File: src/logic/timer_map.svh
// Register offsets, field positions, reset values and codes of the timer control block.
`ifndef TIMER_MAP_SVH
`define TIMER_MAP_SVH

// ----------------------------------------------------------------------------
// Register byte offsets
// ----------------------------------------------------------------------------
`define TMR_CTRL_OFS      8'h00
`define TMR_IRQ_EN_OFS    8'h0C
`define TMR_IRQ_STAT_OFS  8'h10
`define TMR_EVENT_OFS     8'h14
`define TMR_COUNT_OFS     8'h24
`define TMR_PSC_OFS       8'h28
`define TMR_RELOAD_OFS    8'h2C
`define TMR_CMP_OFS       8'h34
`define TMR_IRQ_CLR_OFS   8'h50

// ----------------------------------------------------------------------------
// Field positions and values
// ----------------------------------------------------------------------------
`define TMR_CTRL_RESET    16'h0000
`define TMR_WORD_RESET    16'h0000
`define TMR_RELOAD_RESET  16'hFFFF
`define TMR_CTRL_RW_MASK  16'h03FF
`define TMR_EV_UPDATE_BIT 0
`define TMR_ST_UPDATE_BIT 0
`define TMR_ST_CMP_BIT    1
`define TMR_EN_DMA_BIT    8
`define TMR_CAM_EDGE      2'h0
`define TMR_CAM_DOWN      2'h1
`define TMR_CAM_UP        2'h2
`define TMR_CAM_BOTH      2'h3
`define TMR_DIV_1         2'h0
`define TMR_DIV_2         2'h1
`define TMR_DIV_4         2'h2
`define TMR_DIV_CNT_2     2'h1
`define TMR_DIV_CNT_4     2'h3

`endif

File: src/logic/timer_pkg.sv
// Types shared by the timer control block and its counter core.
package timer_pkg;

  // Control register layout, most significant field first.
  typedef struct packed {
    logic [5:0] reserved;
    logic [1:0] sampling_clock_divider;
    logic       reload_preload_enable;
    logic [1:0] center_align_select;
    logic       count_direction;
    logic       one_shot_enable;
    logic       update_request_source;
    logic       update_inhibit;
    logic       counter_run_enable;
  } ctrl_t;

  // Settings that steer the counter core.
  typedef struct packed {
    logic       run;
    logic       dir_sel;
    logic [1:0] center;
    logic       encoder;
    logic       enc_dir;
  } count_cfg_t;

endpackage

File: src/logic/sample_divider.sv
// Dead-time and filter sampling strobe generator.
`timescale 1ns/1ps
`include "timer_map.svh"

module sample_divider (
  input  wire logic       clk_i,
  input  wire logic       rst_i,
  input  wire logic [1:0] div_i,
  output logic            tick_o
);

  logic [1:0] phase;
  logic [1:0] limit;

  // Code 11 is reserved and behaves like divide by one.
  always_comb begin
    if (div_i == `TMR_DIV_2) begin
      limit = `TMR_DIV_CNT_2;
    end else if (div_i == `TMR_DIV_4) begin
      limit = `TMR_DIV_CNT_4;
    end else begin
      limit = 2'h0;
    end
  end

  // One strobe per sample period, restarting when the phase reaches the limit.
  always_ff @(posedge clk_i) begin
    if (rst_i) begin
      phase  <= 2'h0;
      tick_o <= 1'b0;
    end else if (phase >= limit) begin
      phase  <= 2'h0;
      tick_o <= 1'b1; // RULE13
    end else begin
      phase  <= phase + 2'h1;
      tick_o <= 1'b0;
    end
  end
endmodule

File: src/logic/count_core.sv
// Prescaler and 16-bit up, down and center-aligned counter.
`timescale 1ns/1ps
`include "timer_map.svh"

module count_core (
  input  wire logic                 clk_i,
  input  wire logic                 rst_i,
  input  timer_pkg::count_cfg_t     cfg_i,
  input  wire logic [15:0]          reload_i,
  input  wire logic [15:0]          psc_i,
  input  wire logic                 restart_i,
  output logic [15:0]               count_o,
  output logic                      dir_o,
  output logic                      step_o,
  output logic                      wrap_o
);

  logic [15:0] psc_count;
  logic        step_now;
  logic        edge_dir;

  assign step_now = cfg_i.run && (psc_count >= psc_i);
  assign edge_dir = cfg_i.encoder ? cfg_i.enc_dir : cfg_i.dir_sel;

  // Prescaler divides the internal clock; a restart clears it.
  always_ff @(posedge clk_i) begin
    if (rst_i || restart_i) begin
      psc_count <= `TMR_WORD_RESET;
    end else if (step_now) begin
      psc_count <= `TMR_WORD_RESET;
    end else if (cfg_i.run) begin
      psc_count <= psc_count + 16'h0001;
    end
  end

  // Counter proper; wrap marks overflow or underflow.
  always_ff @(posedge clk_i) begin
    if (rst_i) begin
      count_o <= `TMR_WORD_RESET;
      dir_o   <= 1'b0;
      step_o  <= 1'b0;
      wrap_o  <= 1'b0;
    end else if (restart_i) begin
      count_o <= (cfg_i.center == `TMR_CAM_EDGE && edge_dir) ? reload_i : `TMR_WORD_RESET;
      dir_o   <= (cfg_i.center == `TMR_CAM_EDGE) ? edge_dir : 1'b0;
      step_o  <= 1'b0;
      wrap_o  <= 1'b0;
    end else begin
      step_o <= step_now;
      wrap_o <= 1'b0;
      if (cfg_i.center == `TMR_CAM_EDGE) begin
        dir_o <= edge_dir;
      end
      if (step_now) begin
        if (cfg_i.center != `TMR_CAM_EDGE) begin
          // Center mode turns round at either end; the direction is hardware's own.
          if (!dir_o && count_o >= reload_i) begin
            dir_o   <= 1'b1;
            count_o <= count_o - 16'h0001;
            wrap_o  <= 1'b1;
          end else if (dir_o && count_o == `TMR_WORD_RESET) begin
            dir_o   <= 1'b0;
            count_o <= count_o + 16'h0001;
            wrap_o  <= 1'b1;
          end else begin
            count_o <= dir_o ? count_o - 16'h0001 : count_o + 16'h0001;
          end
        end else if (!edge_dir) begin
          wrap_o  <= (count_o >= reload_i);
          count_o <= (count_o >= reload_i) ? `TMR_WORD_RESET : count_o + 16'h0001;
        end else begin
          wrap_o  <= (count_o == `TMR_WORD_RESET);
          count_o <= (count_o == `TMR_WORD_RESET) ? reload_i : count_o - 16'h0001;
        end
      end
    end
  end

endmodule

File: src/logic/timer_control_register_one.sv
// Timer control register block with Wishbone slave, update logic and interrupts.
// Function
// RULE1: Software starts counting in external, gated, encoder operation.
// RULE2: Trigger operation sets run enable by hardware.
// RULE3: Update inhibit blocks all update events.
// RULE4: Updates from wrap, software trigger, slave controller.
// RULE5: Update event loads reload, prescaler, compare copies.
// RULE6: Request source zero: every update raises request.
// RULE7: Request source one: only wrap raises request.
// RULE8: One-shot clears run enable at update.
// RULE9: Direction bit; hardware owns it in center/encoder.
// RULE10: Center-align code selects compare flag directions.
// RULE11: Change center-align only while counter stopped.
// RULE12: Reload preload buffers reload until update event.
// RULE13: Sampling divider gives one, two, four clocks.
// RULE14: Reserved control bits read zero, ignore writes.
//
// Register access over Wishbone is this design's own decision.
`timescale 1ns/1ps
`include "timer_map.svh"

module timer_control_register_one (
  input  wire logic        clk_i,
  input  wire logic        rst_i,
  input  wire logic        cyc_i,
  input  wire logic        stb_i,
  input  wire logic        we_i,
  input  wire logic [7:0]  adr_i,
  input  wire logic [3:0]  sel_i,
  input  wire logic [31:0] dat_i,
  output logic [31:0]      dat_o,
  output logic             ack_o,
  input  wire logic        trigger_mode_i,
  input  wire logic        trigger_i,
  input  wire logic        slave_update_i,
  input  wire logic        encoder_mode_i,
  input  wire logic        encoder_dir_i,
  output logic             irq_o,
  output logic             dma_req_o,
  output logic             update_event_o,
  output logic             dts_tick_o,
  output logic [15:0]      active_reload_o,
  output logic [15:0]      active_prescaler_o,
  output logic [15:0]      active_compare_o
);

  // --------------------------------------------------------------------------
  // Declarations
  // --------------------------------------------------------------------------
  timer_pkg::ctrl_t      ctrl;
  timer_pkg::ctrl_t      ctrl_view;
  timer_pkg::count_cfg_t cfg;
  logic [15:0]           reload_pre;
  logic [15:0]           psc_pre;
  logic [15:0]           cmp_pre;
  logic [15:0]           irq_en;
  logic [1:0]            irq_stat;
  logic [1:0]            next_irq_stat;
  logic                  sw_trigger;
  logic [15:0]           count;
  logic                  hw_dir;
  logic                  step;
  logic                  wrap;
  logic                  hw_dir_mode;
  logic                  update_now;
  logic                  request_now;
  logic                  cmp_hit;
  logic                  bus_req;
  logic                  wr_now;
  logic                  trig_set;

  // Byte-lane merge of a 16-bit register with write data.
  function automatic logic [15:0] merge(input logic [15:0] old, input logic [31:0] wd, input logic [3:0] sel);
    merge = {sel[1] ? wd[15:8] : old[15:8], sel[0] ? wd[7:0] : old[7:0]};
  endfunction

  // --------------------------------------------------------------------------
  // Wishbone slave
  // --------------------------------------------------------------------------
  assign bus_req = cyc_i && stb_i;
  // Writes land on the edge where the master sees ack, matching its commit point.
  assign wr_now  = bus_req && we_i && ack_o;

  // One wait state: ack in the cycle after the request, dropped the cycle after.
  always_ff @(posedge clk_i) begin
    if (rst_i) begin
      ack_o <= 1'b0;
    end else begin
      ack_o <= bus_req && !ack_o;
    end
  end

  // Read data is captured with ack; unmapped and write-only offsets read zero.
  always_ff @(posedge clk_i) begin
    if (rst_i) begin
      dat_o <= 32'h0000_0000;
    end else if (bus_req && !ack_o && !we_i) begin
      if (adr_i == `TMR_CTRL_OFS) begin
        dat_o <= {16'h0000, ctrl_view}; // RULE14
      end else if (adr_i == `TMR_IRQ_EN_OFS) begin
        dat_o <= {16'h0000, irq_en};
      end else if (adr_i == `TMR_IRQ_STAT_OFS) begin
        dat_o <= {30'h0000_0000, irq_stat};
      end else if (adr_i == `TMR_COUNT_OFS) begin
        dat_o <= {16'h0000, count};
      end else if (adr_i == `TMR_PSC_OFS) begin
        dat_o <= {16'h0000, psc_pre};
      end else if (adr_i == `TMR_RELOAD_OFS) begin
        dat_o <= {16'h0000, reload_pre};
      end else if (adr_i == `TMR_CMP_OFS) begin
        dat_o <= {16'h0000, cmp_pre};
      end else begin
        dat_o <= 32'h0000_0000;
      end
    end
  end

  // --------------------------------------------------------------------------
  // Control register
  // --------------------------------------------------------------------------
  // In center-aligned or encoder operation the direction bit shows the counter.
  assign hw_dir_mode = (ctrl.center_align_select != `TMR_CAM_EDGE) || encoder_mode_i;
  always_comb begin
    ctrl_view                 = ctrl;
    ctrl_view.count_direction = hw_dir_mode ? hw_dir : ctrl.count_direction; // RULE9
  end

  assign trig_set = trigger_mode_i && trigger_i;

  // Run enable: a hardware trigger beats the one-shot stop and a software write.
  // Center-align changes are taken at any time; software keeps them to stopped periods.
  always_ff @(posedge clk_i) begin
    if (rst_i) begin
      ctrl <= `TMR_CTRL_RESET;
    end else begin
      if (wr_now && adr_i == `TMR_CTRL_OFS) begin
        ctrl <= merge(ctrl, dat_i, sel_i) & `TMR_CTRL_RW_MASK; // RULE14 RULE1 RULE11
        if (hw_dir_mode) begin
          ctrl.count_direction <= ctrl.count_direction; // RULE9
        end
      end
      if (update_now && ctrl.one_shot_enable) begin
        ctrl.counter_run_enable <= 1'b0; // RULE8
      end
      if (trig_set) begin
        ctrl.counter_run_enable <= 1'b1; // RULE2
      end
    end
  end

  // Software update trigger is a one-cycle pulse; the event register reads zero.
  always_ff @(posedge clk_i) begin
    if (rst_i) begin
      sw_trigger <= 1'b0;
    end else begin
      sw_trigger <= wr_now && adr_i == `TMR_EVENT_OFS && sel_i[0] && dat_i[`TMR_EV_UPDATE_BIT];
    end
  end

  // --------------------------------------------------------------------------
  // Update event and preload copies
  // --------------------------------------------------------------------------
  assign update_now  = !ctrl.update_inhibit && (wrap || sw_trigger || slave_update_i); // RULE3 RULE4
  assign request_now = update_now && (wrap || !ctrl.update_request_source); // RULE6 RULE7

  // Prescaler and compare are always buffered; reload only with preload on.
  always_ff @(posedge clk_i) begin
    if (rst_i) begin
      reload_pre         <= `TMR_RELOAD_RESET;
      psc_pre            <= `TMR_WORD_RESET;
      cmp_pre            <= `TMR_WORD_RESET;
      active_reload_o    <= `TMR_RELOAD_RESET;
      active_prescaler_o <= `TMR_WORD_RESET;
      active_compare_o   <= `TMR_WORD_RESET;
    end else begin
      if (wr_now && adr_i == `TMR_RELOAD_OFS) begin
        reload_pre <= merge(reload_pre, dat_i, sel_i);
      end
      if (wr_now && adr_i == `TMR_PSC_OFS) begin
        psc_pre <= merge(psc_pre, dat_i, sel_i);
      end
      if (wr_now && adr_i == `TMR_CMP_OFS) begin
        cmp_pre <= merge(cmp_pre, dat_i, sel_i);
      end
      if (update_now) begin
        active_reload_o    <= reload_pre; // RULE5
        active_prescaler_o <= psc_pre;    // RULE5
        active_compare_o   <= cmp_pre;    // RULE5
      end
      if (wr_now && adr_i == `TMR_RELOAD_OFS && !ctrl.reload_preload_enable) begin
        active_reload_o <= merge(reload_pre, dat_i, sel_i); // RULE12
      end
    end
  end

  // --------------------------------------------------------------------------
  // Counter and sampling divider
  // --------------------------------------------------------------------------
  assign cfg = '{run:     ctrl.counter_run_enable,
                 dir_sel: ctrl.count_direction,
                 center:  ctrl.center_align_select,
                 encoder: encoder_mode_i,
                 enc_dir: encoder_dir_i};

  // Software and slave updates restart the counter; a wrap has done so itself.
  count_core u_count (
    .clk_i     (clk_i),
    .rst_i     (rst_i),
    .cfg_i     (cfg),
    .reload_i  (active_reload_o),
    .psc_i     (active_prescaler_o),
    .restart_i (update_now && !wrap),
    .count_o   (count),
    .dir_o     (hw_dir),
    .step_o    (step),
    .wrap_o    (wrap)
  );

  sample_divider u_div (
    .clk_i  (clk_i),
    .rst_i  (rst_i),
    .div_i  (ctrl.sampling_clock_divider),
    .tick_o (dts_tick_o)
  );

  // --------------------------------------------------------------------------
  // Interrupt status, enable and outputs
  // --------------------------------------------------------------------------
  always_comb begin
    if (ctrl.center_align_select == `TMR_CAM_DOWN) begin
      cmp_hit = step && count == active_compare_o && hw_dir;  // RULE10
    end else if (ctrl.center_align_select == `TMR_CAM_UP) begin
      cmp_hit = step && count == active_compare_o && !hw_dir; // RULE10
    end else begin
      cmp_hit = step && count == active_compare_o;            // RULE10
    end
  end

  // Sticky bits: a new event in the clear cycle survives the clear.
  always_comb begin
    next_irq_stat = irq_stat;
    if (wr_now && adr_i == `TMR_IRQ_CLR_OFS && sel_i[0]) begin
      next_irq_stat = irq_stat & ~dat_i[1:0];
    end
    if (request_now) begin
      next_irq_stat[`TMR_ST_UPDATE_BIT] = 1'b1;
    end
    if (cmp_hit) begin
      next_irq_stat[`TMR_ST_CMP_BIT] = 1'b1;
    end
  end

  always_ff @(posedge clk_i) begin
    if (rst_i) begin
      irq_en         <= `TMR_WORD_RESET;
      irq_stat       <= 2'h0;
      irq_o          <= 1'b0;
      dma_req_o      <= 1'b0;
      update_event_o <= 1'b0;
    end else begin
      if (wr_now && adr_i == `TMR_IRQ_EN_OFS) begin
        irq_en <= merge(irq_en, dat_i, sel_i);
      end
      irq_stat       <= next_irq_stat;
      irq_o          <= |(next_irq_stat & irq_en[1:0]);
      dma_req_o      <= request_now && irq_en[`TMR_EN_DMA_BIT]; // RULE6 RULE7
      update_event_o <= update_now;
    end
  end
endmodule

File: config.mk
export PLATFORM = sky130hd
export DESIGN_NAME = timer_control_register_one
export DESIGN_NICKNAME = d
export VERILOG_FILES = /design/src/logic/timer_pkg.sv /design/src/logic/sample_divider.sv /design/src/logic/count_core.sv /design/src/logic/timer_control_register_one.sv
export VERILOG_INCLUDE_DIRS = /design/src /design/src/logic
export SDC_FILE = /design/constraint.sdc
export NUM_CORES = 1
export LEC_CHECK = 0
export BUFFER_PORTS_ARGS = -buffer_cell sky130_fd_sc_hd__buf_2
export CORE_MARGIN = 4
export CORE_UTILIZATION = 50
export DETAILED_ROUTE_END_ITERATION = 8
export PLACE_DENSITY = 0.82
export SKIP_LAST_GASP = 1
export SLEW_MARGIN = 20
export SYNTH_ARGS = -nofsm -noshare
export SYNTH_HDL_FRONTEND = slang
export SYNTH_SLANG_ARGS = --single-unit
export TNS_END_PERCENT = 50
File: constraint.sdc
create_clock -name clk_i -period 3.4 [get_ports clk_i]
set_input_delay 0.34 -clock clk_i [delete_from_list [all_inputs] [get_ports clk_i]]
set_output_delay 0.34 -clock clk_i [all_outputs]
set_load 0.01 [all_outputs]
# Word-level counts from Yosys, hierarchy flattened
# Index checks and enable logic that the tools add are counted.
# totals
reg_bits	199
out_inout_bits	85
wordCells	167
# op_classes
add_sub_neg	4
n_lt_le_gt_ge	3
eq_ne	13
mux	46
n_bitwise	5
n_reduce_logical	64
# op_table
cell	n
16-bit 2-to-1 mux	19
16-bit by 1-bit adder with 16-bit output (second input constant)	2
8-bit by 6-bit equality test with 1-bit output (second input constant)	4
16-bit greater-or-equal comparator	2
1-bit logical AND	29
1-bit 2-to-1 mux	21
2-bit AND reduction	9
16-bit equality test	1
8-bit by 5-bit equality test with 1-bit output (second input constant)	2
16-bit zero test	1
8-bit 2-to-1 mux	2
16-bit by 1-bit subtractor with 16-bit output (second input constant)	1
8-bit by 4-bit equality test with 1-bit output (second input constant)	1
8-bit by 7-bit equality test with 1-bit output (second input constant)	1
8-bit zero test	1
2-bit OR reduction	4
1-bit zero test	7
2-bit 2-to-1 mux	3
2-bit nonzero test	3
3-bit nonzero test	2
1-bit logical OR	5
5-bit 2-to-1 mux	1
2-bit bitwise AND	2
2-bit by 1-bit equality test with 1-bit output (second input constant)	2
other kinds (8)	10

# Depth between registers and ports, before layout
# Gate-level depths: netlist (run 1).
# logic_depth
ltp_word	9
mapped_depth	12
mapped_depth_nobuf	10

# Hierarchy
# From an unflattened synthesis (run 1), not the netlist that was laid out.
# unflattened
hier_cells	1352
area_unflattened_um2	10640.2
# modules_own_cells
mod	instances	cells_each	area_each_um2
timer_control_register_one	1	871	7083.0
count_core	1	465	3392.0
sample_divider	1	16	165.2

# Least setup slack after synthesis (run 1)
# No wires, ideal clock.
# synth_timing
path_type	reg-to-reg
start	register u_count.count_o[0]
end	register u_count.count_o[4]
setup_time_ps	132
arrival_time_ps	2569
slack_ps	699
stages_incl_launch_ff	13
n_path_buf	2
cell_sequence	dfxtp_1 -> buf_2 -> inv_1 -> ha_1 -> nand2b_1 -> a2111oi_0 -> nand4b_1 -> nand3_1 -> a21o_1 -> buf_2 -> a221o_1 -> o211ai_1 -> o21ai_0
# synth_via
elab_chain_len	7
# synth_rtl
element	line	rtl
start, declared	count_core.sv:12	output logic [15:0] count_o,
start signal, assigned	count_core.sv:39	count_o <= `TMR_WORD_RESET;
start signal, assigned	count_core.sv:44	count_o <= (cfg_i.center == `TMR_CAM_EDGE && edge_dir) ? reload_i : `TMR_WORD_RESET;
start signal, assigned	count_core.sv:59	count_o <= count_o - 16'h0001;
16-bit by 1-bit adder with 16-bit output (tied with other cells)	count_core.sv:63, count_core.sv:66, count_core.sv:70	
16-bit 2-to-1 mux / 1-bit logical AND (equally long branches)	--	
16-bit 2-to-1 mux	count_core.sv:61	end else if (dir_o && count_o == `TMR_WORD_RESET) begin
16-bit 2-to-1 mux	count_core.sv:57	if (!dir_o && count_o >= reload_i) begin
16-bit 2-to-1 mux *	count_core.sv:55	if (cfg_i.center != `TMR_CAM_EDGE) begin
16-bit 2-to-1 mux *	count_core.sv:54	if (step_now) begin
16-bit 2-to-1 mux *	count_core.sv:43	end else if (restart_i) begin
# Every way passes the cells marked *; elsewhere a longest branch is shown, timed or not. The select of a mux whose other input is x is not followed.
# A chain may end at the register's enable or synchronous reset.

# Worst setup path in the final report (run 1)
# layout_timing
start	register u_count.count_o[15]
end	register u_count.count_o[4]
# layout_via
elab_chain_len	7
# layout_rtl
element	line
parallel branches: the longest is 4 deep, another holds 16-bit greater-or-equal comparator	--
16-bit 2-to-1 mux *	count_core.sv:55
16-bit 2-to-1 mux *	count_core.sv:54
16-bit 2-to-1 mux *	count_core.sv:43
# Mark *: on every way between the ends. The select of a mux whose other input is x is not followed.

==> impl_results.rst, run 1 <==
.. list-table::
   :header-rows: 1

   * - Metric
     - Value
   * - Number of buffers added to fix hold violations after cts
     - 0
   * - Critical path arrival
     - 3.49 ns
   * - Worst setup SP type
     - flip-flop
   * - Violation count after the first detailed-route iteration
     - 1,629
   * - Number of max-slew violations in the final report
     - 0
   * - Via count of the routed design
     - 9,450
   * - TritonCTS clock tree
     - built
   * - Worst slew margin
     - 0.361
   * - Die Footprint
     - 0.0217 mm^2
   * - Clk Tree Root Cell
     - clkbuf_16
   * - Register area share after synthesis
     - 0.377
   * - Fraction of registers with async set or reset after synthesis
     - 0
   * - Unrepaired setup endpoints after global routing
     - no
   * - Pin count of the biggest net entering global routing
     - 63
   * - Total number of placement rows
     - 50
   * - Vias in the first global route
     - 8,679
   * - Synth-to-Final Area Change
     - 13.8%
   * - Number of buffers between clock root and the deepest sink
     - 2
   * - Final worst path period share
     - 0.937
   * - Post-CTS Setup Bufs
     - 0
   * - Deepest level of the CTS H-tree
     - 4
   * - Commonest cells after routing, fill and taps aside
     - 260 x nand2_1, 183 x dfxtp_1, 116 x a21oi_1, 103 x buf_2, 88 x nor2_1
   * - VDD IR max
     - 0.000382 V
   * - FF-to-FF Start
     - u_count.count_o[15]
   * - Worst skew pair latency
     - 0.45 ns
   * - Fill cell total of the finished layout
     - 1,672
   * - Final nets
     - 1,383
   * - Required time at the endpoint of the critical path
     - 3.71 ns
   * - Residual antenna-violating net count after detailed routing
     - 0
   * - Grt total ovfl
     - 0
   * - Power density over the cells
     - 432 mW/mm^2
   * - Post-CTS Resized
     - 0
   * - Post-placement setup slack
     - 0.387 ns
   * - Capturing element type of the critical path
     - flip-flop
   * - Syn Inst Count
     - 1,198
   * - Clk sink count
     - 183
   * - Clk_skew
     - 0.00953 ns
   * - Global placer's final weighted congestion
     - 0.968
   * - Initial Util
     - 0.514
   * - Run status
     - completed
   * - FF+latch count, synth
     - 183
   * - Number of flops mapped to enable cells by yosys
     - 0
   * - Avg WL per Cell
     - 19.7 um
   * - Final number of setup-violating endpoints
     - 0
   * - Synthesized area
     - 0.00972 mm^2
   * - Origin of the worst setup path
     - u_count.count_o[15]
   * - Most common cell after layout, fill and taps aside
     - nand2_1
   * - Final non-filler cell total
     - 1,563
   * - Class of the tightest hold or removal check
     - in -> reg
   * - DPL Wire Length
     - 22,600 um
   * - Min setup slack post-route
     - 0.216 ns
   * - Die extent in y
     - 147 um
   * - Achievable Freq
     - 314 MHz
   * - Number of endpoints with negative hold slack in the final report
     - 0
   * - Max-cap violations
     - 0
   * - Horizontal die dimension
     - 147 um
   * - Initial antenna violation count
     - 1
   * - Per-instance average area after synthesis
     - 8.11 um^2
   * - Leakage power figure
     - 0.00434 uW
   * - DRC viols
     - 0
   * - Sum Neg Setup Slack
     - 0 ns
   * - Most used DFF post-synth
     - dfxtp_1
   * - Inst Count DP
     - 1,531
   * - Core area
     - 0.0189 mm^2
   * - Start point of the worst hold path
     - trigger_i
   * - Number of iterations in the first detailed-routing pass
     - 9
   * - Antenna Diode Count
     - 0
   * - All-layer global routing usage
     - 0.278
   * - Setup slack of the most critical reg-to-reg path
     - 0.22 ns
   * - Worst Tran Pin Value
     - 0.950 ns
   * - Number of primary I/O pins
     - 139
   * - Number of different library cells in the post-synthesis netlist
     - 79
   * - CTS Buf Count
     - 17
   * - Critical path fanouts, max
     - 10
   * - Type of the setup path with the least slack
     - reg -> reg
   * - Hold WS
     - 0.145 ns
   * - Syn. warnings
     - 0
   * - Global-route wire length before repair
     - 48,100 um
   * - Via density per instance
     - 6.05
   * - Fin crit period
     - 3.18 ns
   * - Number of buffer cells added on primary ports
     - 104
   * - Routed Wire Length
     - 30,800 um
   * - Post-CTS clock slew at the launch and capture registers of the worst setup and hold paths
     - 0.08 ns
   * - Proportion of layout cells with a drive suffix above 1
     - 0.173
## area by class of cell
class                   instances  area, um^2  area share
well taps                     260         325      0.0294
inverters                      43         161      0.0146
clock inverters                15         153      0.0138
flip-flops and latches        183        3660       0.331
multi-input cells             898        5490       0.496
clock buffers                  17         425      0.0385
repair buffers                147         846      0.0765
## Yosys cell counts, drive strengths merged, types with 3 or more instances
cell type  instances  share of area
nand2b             4         0.0026
o21a               3         0.0023
nand3             34          0.019
o221ai             3         0.0033
dfxtp            183           0.38
nor4              16          0.018
a22o               9         0.0082
a211oi             9         0.0070
a222oi            10          0.010
or3                7         0.0050
xor2              21          0.019
o31ai              3         0.0023
a31oi             18          0.012
nor3              17          0.011
clkbuf            50          0.020
and2              12         0.0080
nor2b              5         0.0032
inv               42          0.016
nor3b              6         0.0058
or2                3         0.0019
nor2              92          0.037
a2111oi            6         0.0054
o21ai             27          0.014
o211ai             4         0.0031
a22oi             13          0.010
and3              11         0.0072
a221oi            21          0.025
nand4             10         0.0064
nand4b             7         0.0063
a221o              3         0.0031
a21oi            119          0.063
a32oi              3         0.0027
xnor2             25          0.023
mux2i             37          0.038
buf               39          0.028
ha                39          0.050
nand2            260           0.10
a21o               3         0.0023
## worst paths after layout
path | depth (start not counted) | endpoint
setup / recovery | 9 | u_count.count_o[4]
hold / removal | 3 | cfg[5]
setup reg to reg | 9 | u_count.count_o[4]
hold reg to reg | 1 | u_div.phase[0]
## routing by layer
layer  up-vias  part of all wire  wire (um)  track usage
met3       107              0.12       3630       0.0662
met5         -            0.0015         46            0
met4         4             0.038       1180        0.109
met1      4346              0.40      12400        0.381
li1       4363                 -          -            -
met2       630              0.44      13500        0.424
## cells by family (layout without fill, tap and decap cells)
| logic type | Yosys count | in the layout | synth area share |
|---|---|---|---|
| xor gates and xnor gates | 46 | 46 | 0.0415 |
| other | 1 | 16 | 0.000386 |
| DFF | 183 | 183 | 0.377 |
| buffers and inverters | 132 | 222 | 0.0646 |
| muxes | 39 | 39 | 0.0404 |
| AOI/OAI and AO/OA | 266 | 266 | 0.186 |
| and+or+nand+nor | 492 | 492 | 0.240 |
| adders and majority gates | 39 | 39 | 0.0502 |
## through the flow
step                total power [uW]  area (um^2)  utilization
finish                          4780        11100        0.585
floorplan                       2640         9770            -
detailed placement              2840        10500        0.555
global route                    4920        11100        0.585
CTS                             4760        11100        0.585
global placement                2830        10500        0.555
## where the power goes
part	internal [uW]	leakage, uW	switching [uW]	total, uW
registers	2180	0.00148	47.0	2220
clock network	981	0.000286	987	1970
logic	206	0.00257	377	584
## worst max-delay path: stages, from the launching register on
cell and delay (ns):
dfxtp_1 0.55, ha_1 0.34, nand4_1 0.17, nor3_1 0.10, nor4_2 0.50, nand3_1 0.34
a21o_1 0.42, a221o_1 0.37, o211ai_1 0.16, o21ai_0 0.10
Power figures use the tool's default switching activity.
==> inputs of run 2 (changes only) <==
- ABC_AREA: not set -> 1
==> run 2 against run 1 <==
  * Synthesized area is 2.2% higher
  * Routed wire length fell by 0.64%
  * Fmax is 14% higher
==> impl_results.rst, run 2 <==
.. list-table::
   :header-rows: 1

   * - Metric
     - Value
   * - Worst slew margin
     - 0.380
   * - Power density over the cells
     - 438 mW/mm^2
   * - Fin crit period
     - 2.80 ns
   * - Worst skew pair latency
     - 0.43 ns
   * - Grt total ovfl
     - 0
   * - Top cells by instance count after synthesis
     - 290 x nand2_1, 183 x dfxtp_1, 171 x a21oi_1, 171 x o21ai_0, 152 x inv_1
   * - Max-cap violations
     - 0
   * - Total power after layout
     - 4900 uW
   * - Synth-to-Final Area Change
     - 12.7%
   * - Global placer's final weighted congestion
     - 0.981
   * - FF+latch count, synth
     - 183
   * - Residual antenna-violating net count after detailed routing
     - 0
   * - Worst Tran Pin Value
     - 0.928 ns
   * - Number of different library cells in the post-synthesis netlist
     - 42
   * - Unrepaired setup endpoints after global routing
     - no
   * - Class of the tightest hold or removal check
     - in -> reg
   * - Avg WL per Cell
     - 17.1 um
   * - Core area
     - 0.0195 mm^2
   * - Initial Util
     - 0.509
   * - Post-CTS Resized
     - 0
   * - DRC viols
     - 0
   * - Die Footprint
     - 0.0222 mm^2
   * - Top cell type's share of synthesized area
     - 0.369
   * - Die extent in y
     - 149 um
   * - Number of primary I/O pins
     - 139
   * - All-layer global routing usage
     - 0.269
   * - Syn. warnings
     - 0
   * - Number of buffers between clock root and the deepest sink
     - 2
   * - Most used DFF post-synth
     - dfxtp_1
   * - Global-route wire length before repair
     - 47,700 um
   * - Leakage power figure
     - 0.00517 uW
   * - Commonest cells after routing, fill and taps aside
     - 290 x nand2_1, 183 x dfxtp_1, 171 x a21oi_1, 171 x o21ai_0, 151 x inv_1
   * - Number of stages on the worst hold path
     - 3
   * - Number of endpoints with negative hold slack in the final report
     - 0
   * - Post-CTS Setup Bufs
     - 0
   * - Number of iterations in the first detailed-routing pass
     - 6
   * - Number of max-slew violations in the final report
     - 0
   * - Clk Tree Root Cell
     - clkbuf_16
   * - Sum Neg Setup Slack
     - 0 ns
   * - Most common cell after layout, fill and taps aside
     - nand2_1
   * - Wire length on met3
     - 2950 um
   * - Number of flops mapped to enable cells by yosys
     - 0
   * - Vias in the first global route
     - 9,201
   * - Deepest level of the CTS H-tree
     - 4
   * - Achievable Freq
     - 357 MHz
   * - Leading area contributor after synthesis
     - dfxtp_1
   * - Path depth of the worst reg2reg path
     - 11
   * - Pin count of the biggest net entering global routing
     - 56
   * - Routed Wire Length
     - 30,600 um
   * - Start point of the worst hold path
     - stb_i
   * - Capturing element type of the critical path
     - flip-flop
   * - Synthesized area
     - 0.00993 mm^2
   * - Fraction of registers with async set or reset after synthesis
     - 0
   * - VDD IR max
     - 0.000377 V
   * - Clk sink count
     - 183
   * - Worst Hold Path EP
     - ack_o
   * - Number of buffers added to fix hold violations after cts
     - 0
   * - DPL Wire Length
     - 22,500 um
   * - Final nets
     - 1,603
   * - Amount of wire on met2 after detailed routing
     - 14,100 um
   * - Required time at the endpoint of the critical path
     - 3.72 ns
   * - Proportion of layout cells with a drive suffix above 1
     - 0.127
   * - Post-CTS clock slew at the launch and capture registers of the worst setup and hold paths
     - 0.07 ns
   * - Capture point of the worst reg-to-reg path
     - u_count.count_o[8]
   * - Critical path fanouts, max
     - 14
   * - Clk_skew
     - 0.0108 ns
   * - Per-instance average area after synthesis
     - 6.92 um^2
   * - Number of buffer cells added on primary ports
     - 104
   * - Setup slack of the most critical reg-to-reg path
     - 0.60 ns
   * - Via density per instance
     - 5.71
   * - CTS Buf Count
     - 17
   * - Antenna Diode Count
     - 0
   * - Register area share after synthesis
     - 0.369
   * - Horizontal die dimension
     - 149 um
   * - Dominant cell by count in the synthesized netlist
     - nand2_1
   * - Worst setup SP type
     - flip-flop
   * - Routed length on met1
     - 12,500 um
   * - Syn Inst Count
     - 1,435
   * - Initial antenna violation count
     - 1
   * - Run status
     - completed
   * - Max layer used
     - met5
   * - Violation count after the first detailed-route iteration
     - 1,200
   * - Cell types occupying the most area after synthesis
     - dfxtp_1 37%, nand2_1 11%, a21oi_1 8.6%
   * - Critical path arrival
     - 3.12 ns
   * - TritonCTS clock tree
     - built
   * - Type of the setup path with the least slack
     - reg -> reg
   * - FF-to-FF Start
     - u_count.count_o[15]
   * - Final number of setup-violating endpoints
     - 0
   * - Via count of the routed design
     - 10,200
   * - Final worst path period share
     - 0.823
   * - Total number of placement rows
     - 51
## run 2: cell count changes after synthesis, moves of 11 or more
cell / previous run / this run
o21ai_0: 26 / 171
inv_1: 42 / 152
a21oi_1: 116 / 171
mux2i_1: 37 / 0
nand2_1: 260 / 290
nand3_1: 33 / 62
o21ai_1: 1 / 24
o22ai_1: 2 / 20
a31oi_1: 18 / 1
xnor2_1: 25 / 11
a221oi_1: 11 / 0
xor2_1: 21 / 32
## run 2: layer usage
layer | global-route usage | vias up
met2 | 0.440 | 501
met5 | 0 | -
met3 | 0.0571 | 76
met1 | 0.353 | 4728
met4 | 0.0984 | 2
li1 | - | 4894
## run 2: area by class of cell
type	instances	area (um^2)
fill	1857	8340
multi-input combinational	1016	5280
sequential	183	3660
timing repair buffer	126	698
inverter	166	623
clock buffer	19	443
tap	265	332
clock inverter	13	145
## run 2: cell families after synthesis
kind of cell,count (synthesis),share of synthesized area
and+or+nand+nor,502,0.217
AOI/OAI and AO/OA,416,0.221
buffers and inverters,251,0.106
xor gates and xnor gates,43,0.0379
other,1,0.000378
DFF,183,0.369
adders and majority gates,39,0.0491
## run 2: how the worst max path moves through the flow
stage / from / end / slack, ns / depth (start not counted)
final: u_count.count_o[15] / u_count.count_o[8] / 0.60 / 11
after global routing: u_count.count_o[15] / u_count.count_o[11] / 0.34 / 11
after CTS: ctrl[1] / u_count.count_o[7] / 0.66 / 7
after detailed placement: ctrl[1] / u_count.count_o[7] / 0.68 / 7
after global placement: slave_update_i / u_count.count_o[2] / 0.73 / 7
after floorplan: active_reload_o[11] / u_count.count_o[7] / 1.39 / 13
## run 2: power by group
group	internal [uW]	switching (uW)
combinational	213	417
sequential	2190	76.9
clock	1110	891
## run 2: worst max-delay path, stage by stage, from the launching register on
cell and delay [ns]:
dfxtp_1 0.60, ha_1 0.34, a21oi_1 0.15, o21ai_0 0.10, a21oi_1 0.41, nand2_1 0.24, nand2_1 0.13, nand2_1 0.31
nand2_1 0.17, nand3_1 0.08, nand2_1 0.06, a21oi_1 0.08
## run 2: through the flow
stage / utilization / cells / cell area [um^2] / hold slack (ns) / setup slack (ns)
floorplan: - / 1450 / 9990 / 0.426 / 1.39
global placement: 0.543 / 1756 / 10600 / 0.438 / 0.729
detailed placement: 0.543 / 1756 / 10600 / 0.442 / 0.676
CTS: 0.573 / 1788 / 11200 / 0.175 / 0.655
global route: 0.573 / 1788 / 11200 / 0.180 / 0.345
finish: 0.573 / 1788 / 11200 / 0.185 / 0.603
==> inputs of run 3 (changes only) <==
- clock period: 3.4 -> 2.7 ns (I/O delays scaled with it)
==> run 3 against run 2 <==
  * Global-route usage increased by 0.50 points
  * Fmax rose by 10%
  * Largest cell class unchanged
  * Via count increased by 0.99%
  * Setup slack worse by 0.44 ns
  * Highest routed layer is now met4
  * Hold slack worse by 0.079 ns
  * Combinational power grew 35%
  * Count of clock-buffer cells in the layout unchanged
  * First-iteration DRC count is 3.4% higher
  * Critical endpoint is now u_count.psc_count[4]
==> impl_results.rst, run 3 (synthesized netlist as in run 2, its figures left out) <==
.. list-table::
   :header-rows: 1

   * - Metric
     - Value
   * - Die extent in y
     - 149 um
   * - Number of buffers between clock root and the deepest sink
     - 2
   * - Initial Util
     - 0.509
   * - Routed Wire Length
     - 30,700 um
   * - Type of the setup path with the least slack
     - reg -> reg
   * - Most common cell after layout, fill and taps aside
     - nand2_1
   * - Final nets
     - 1,620
   * - Number of primary I/O pins
     - 139
   * - Power density over the cells
     - 549 mW/mm^2
   * - Initial antenna violation count
     - 0
   * - Slowest cell delay on critical path
     - 0.41 ns
   * - Number of buffers added to fix hold violations after cts
     - 0
   * - Antenna Diode Count
     - 0
   * - Die Footprint
     - 0.0222 mm^2
   * - Number of iterations in the first detailed-routing pass
     - 6
   * - Post-CTS clock slew at the launch and capture registers of the worst setup and hold paths
     - 0.07 ns
   * - Ordered list of cells on the worst path
     - inv_1 -> ha_1 -> a21oi_1 -> o21ai_0 -> a21oi_1 -> nand3_1 -> nand2_1 -> nand3_1 -> buf_4 -> nor2_1
   * - CTS Buf Count
     - 17
   * - Critical path arrival
     - 2.91 ns
   * - Unrepaired setup endpoints after global routing
     - no
   * - Global placer's final weighted congestion
     - 0.966
   * - Violation count after the first detailed-route iteration
     - 1,241
   * - Clk Tree Root Cell
     - clkbuf_16
   * - Run status
     - completed
   * - Area taken by flip-flops and latches
     - 0.00366 mm^2
   * - Max-cap violations
     - 0
   * - Achievable Freq
     - 394 MHz
   * - VDD IR max
     - 0.000454 V
   * - Core area
     - 0.0195 mm^2
   * - Commonest cells after routing, fill and taps aside
     - 289 x nand2_1, 183 x dfxtp_1, 171 x a21oi_1, 171 x o21ai_0, 151 x inv_1
   * - Class of the tightest hold or removal check
     - in -> reg
   * - Required time at the endpoint of the critical path
     - 3.08 ns
   * - Critical path fanouts, max
     - 12
   * - Grt total ovfl
     - 0
   * - Worst skew pair latency
     - 0.44 ns
   * - Horizontal die dimension
     - 149 um
   * - Final number of setup-violating endpoints
     - 0
   * - Synth-to-Final Area Change
     - 14.0%
   * - Total power after layout
     - 6220 uW
   * - CP bufs+invs
     - 2
   * - Avg WL per Cell
     - 17.0 um
   * - Worst Tran Pin Value
     - 0.735 ns
   * - Worst slew margin
     - 0.509
   * - Sum Neg Setup Slack
     - 0 ns
   * - DPL Wire Length
     - 22,800 um
   * - Number of endpoints with negative hold slack in the final report
     - 0
   * - Fin crit period
     - 2.54 ns
   * - Number of max-slew violations in the final report
     - 0
   * - Global-route wire length before repair
     - 48,400 um
   * - Leakage power figure
     - 0.00525 uW
   * - TritonCTS clock tree
     - built
   * - Vias in the first global route
     - 9,308
   * - Final worst path period share
     - 0.940
   * - Cell type group with the largest total delay on the critical path
     - simple AND/OR/NAND/NOR gates
   * - Proportion of layout cells with a drive suffix above 1
     - 0.137
   * - Via density per instance
     - 5.71
   * - Fill cell total of the finished layout
     - 1,814
   * - Via count of the routed design
     - 10,300
   * - Pin count of the biggest net entering global routing
     - 58
   * - Clk_skew
     - 0.00910 ns
   * - All-layer global routing usage
     - 0.274
   * - Capturing element type of the critical path
     - flip-flop
   * - Worst setup SP type
     - flip-flop
   * - DRC viols
     - 0
   * - Cell with the largest stage delay on the worst path
     - nand3_1
   * - Footprint of the multi-input gates
     - 0.00528 mm^2
   * - Residual antenna-violating net count after detailed routing
     - 0
   * - Deepest level of the CTS H-tree
     - 4
   * - Number of buffer cells added on primary ports
     - 104
   * - Total number of placement rows
     - 51
   * - Clk sink count
     - 183
## run 3: where the power goes
group          switching [uW]  internal, uW  total [uW]
Combinational             560           288         848
Clock                    1120          1430        2540
Sequential               66.3          2760        2830
## run 3: final cells by class
cell class	instances	area share
Clock buffer	19	0.0400
Clock inverter	11	0.0124
Timing Repair Buffer	143	0.0729
Multi-Input combinational cell	1016	0.467
Inverter	166	0.0550
Tap cell	265	0.0293
Sequential cell	183	0.324
## run 3: final timing paths
path	start	end	slack, ns	depth (start not counted)
worst max-delay path	active_prescaler_o[11]	u_count.psc_count[4]	0.16	10
worst min-delay path	stb_i	ack_o	0.11	3
worst max register to register	active_prescaler_o[11]	u_count.psc_count[4]	0.16	10
worst min register to register	u_div.phase[0]	u_div.phase[0]	0.45	1
## run 3: stage by stage
stage | util | instances | hold slack [ns] | setup slack (ns) | area [um^2]
6_report | 0.580 | 1803 | 0.106 | 0.163 | 11300
5_1_grt | 0.580 | 1803 | 0.113 | 0.106 | 11300
4_1_cts | 0.580 | 1803 | 0.100 | 0.174 | 11300
3_5_place_dp | 0.549 | 1773 | 0.441 | 0.333 | 10700
3_3_place_gp | 0.549 | 1773 | 0.437 | 0.388 | 10700
2_1_floorplan | - | 1450 | 0.408 | 0.693 | 9990
## run 3: layer usage
layer | GRT usage | routed length (um) | vias up
met5 | 0 | 0 | -
met4 | 0.127 | 1400 | 0
met3 | 0.0553 | 3110 | 99
met2 | 0.427 | 13500 | 568
met1 | 0.367 | 12700 | 4728
li1 | - | - | 4907
## run 3: what timing repair did
| item | 4_1_cts | 5_1_grt |
|---|---|---|
| resized for setup | 0 | 1 |
| endpoints found under the setup margin | 0 | 1 |
| endpoints found under the hold margin | 0 | 0 |
| setup buffers | 0 | 0 |
## run 3: worst register-to-register path, cell delays in order, from the launching register on
cell	delay [ns]
dfxtp_1	0.35
inv_1	0.06
ha_1	0.32
a21oi_1	0.18
o21ai_0	0.16
a21oi_1	0.29
nand3_1	0.14
nand2_1	0.15
nand3_1	0.41
buf_4	0.33
nor2_1	0.07
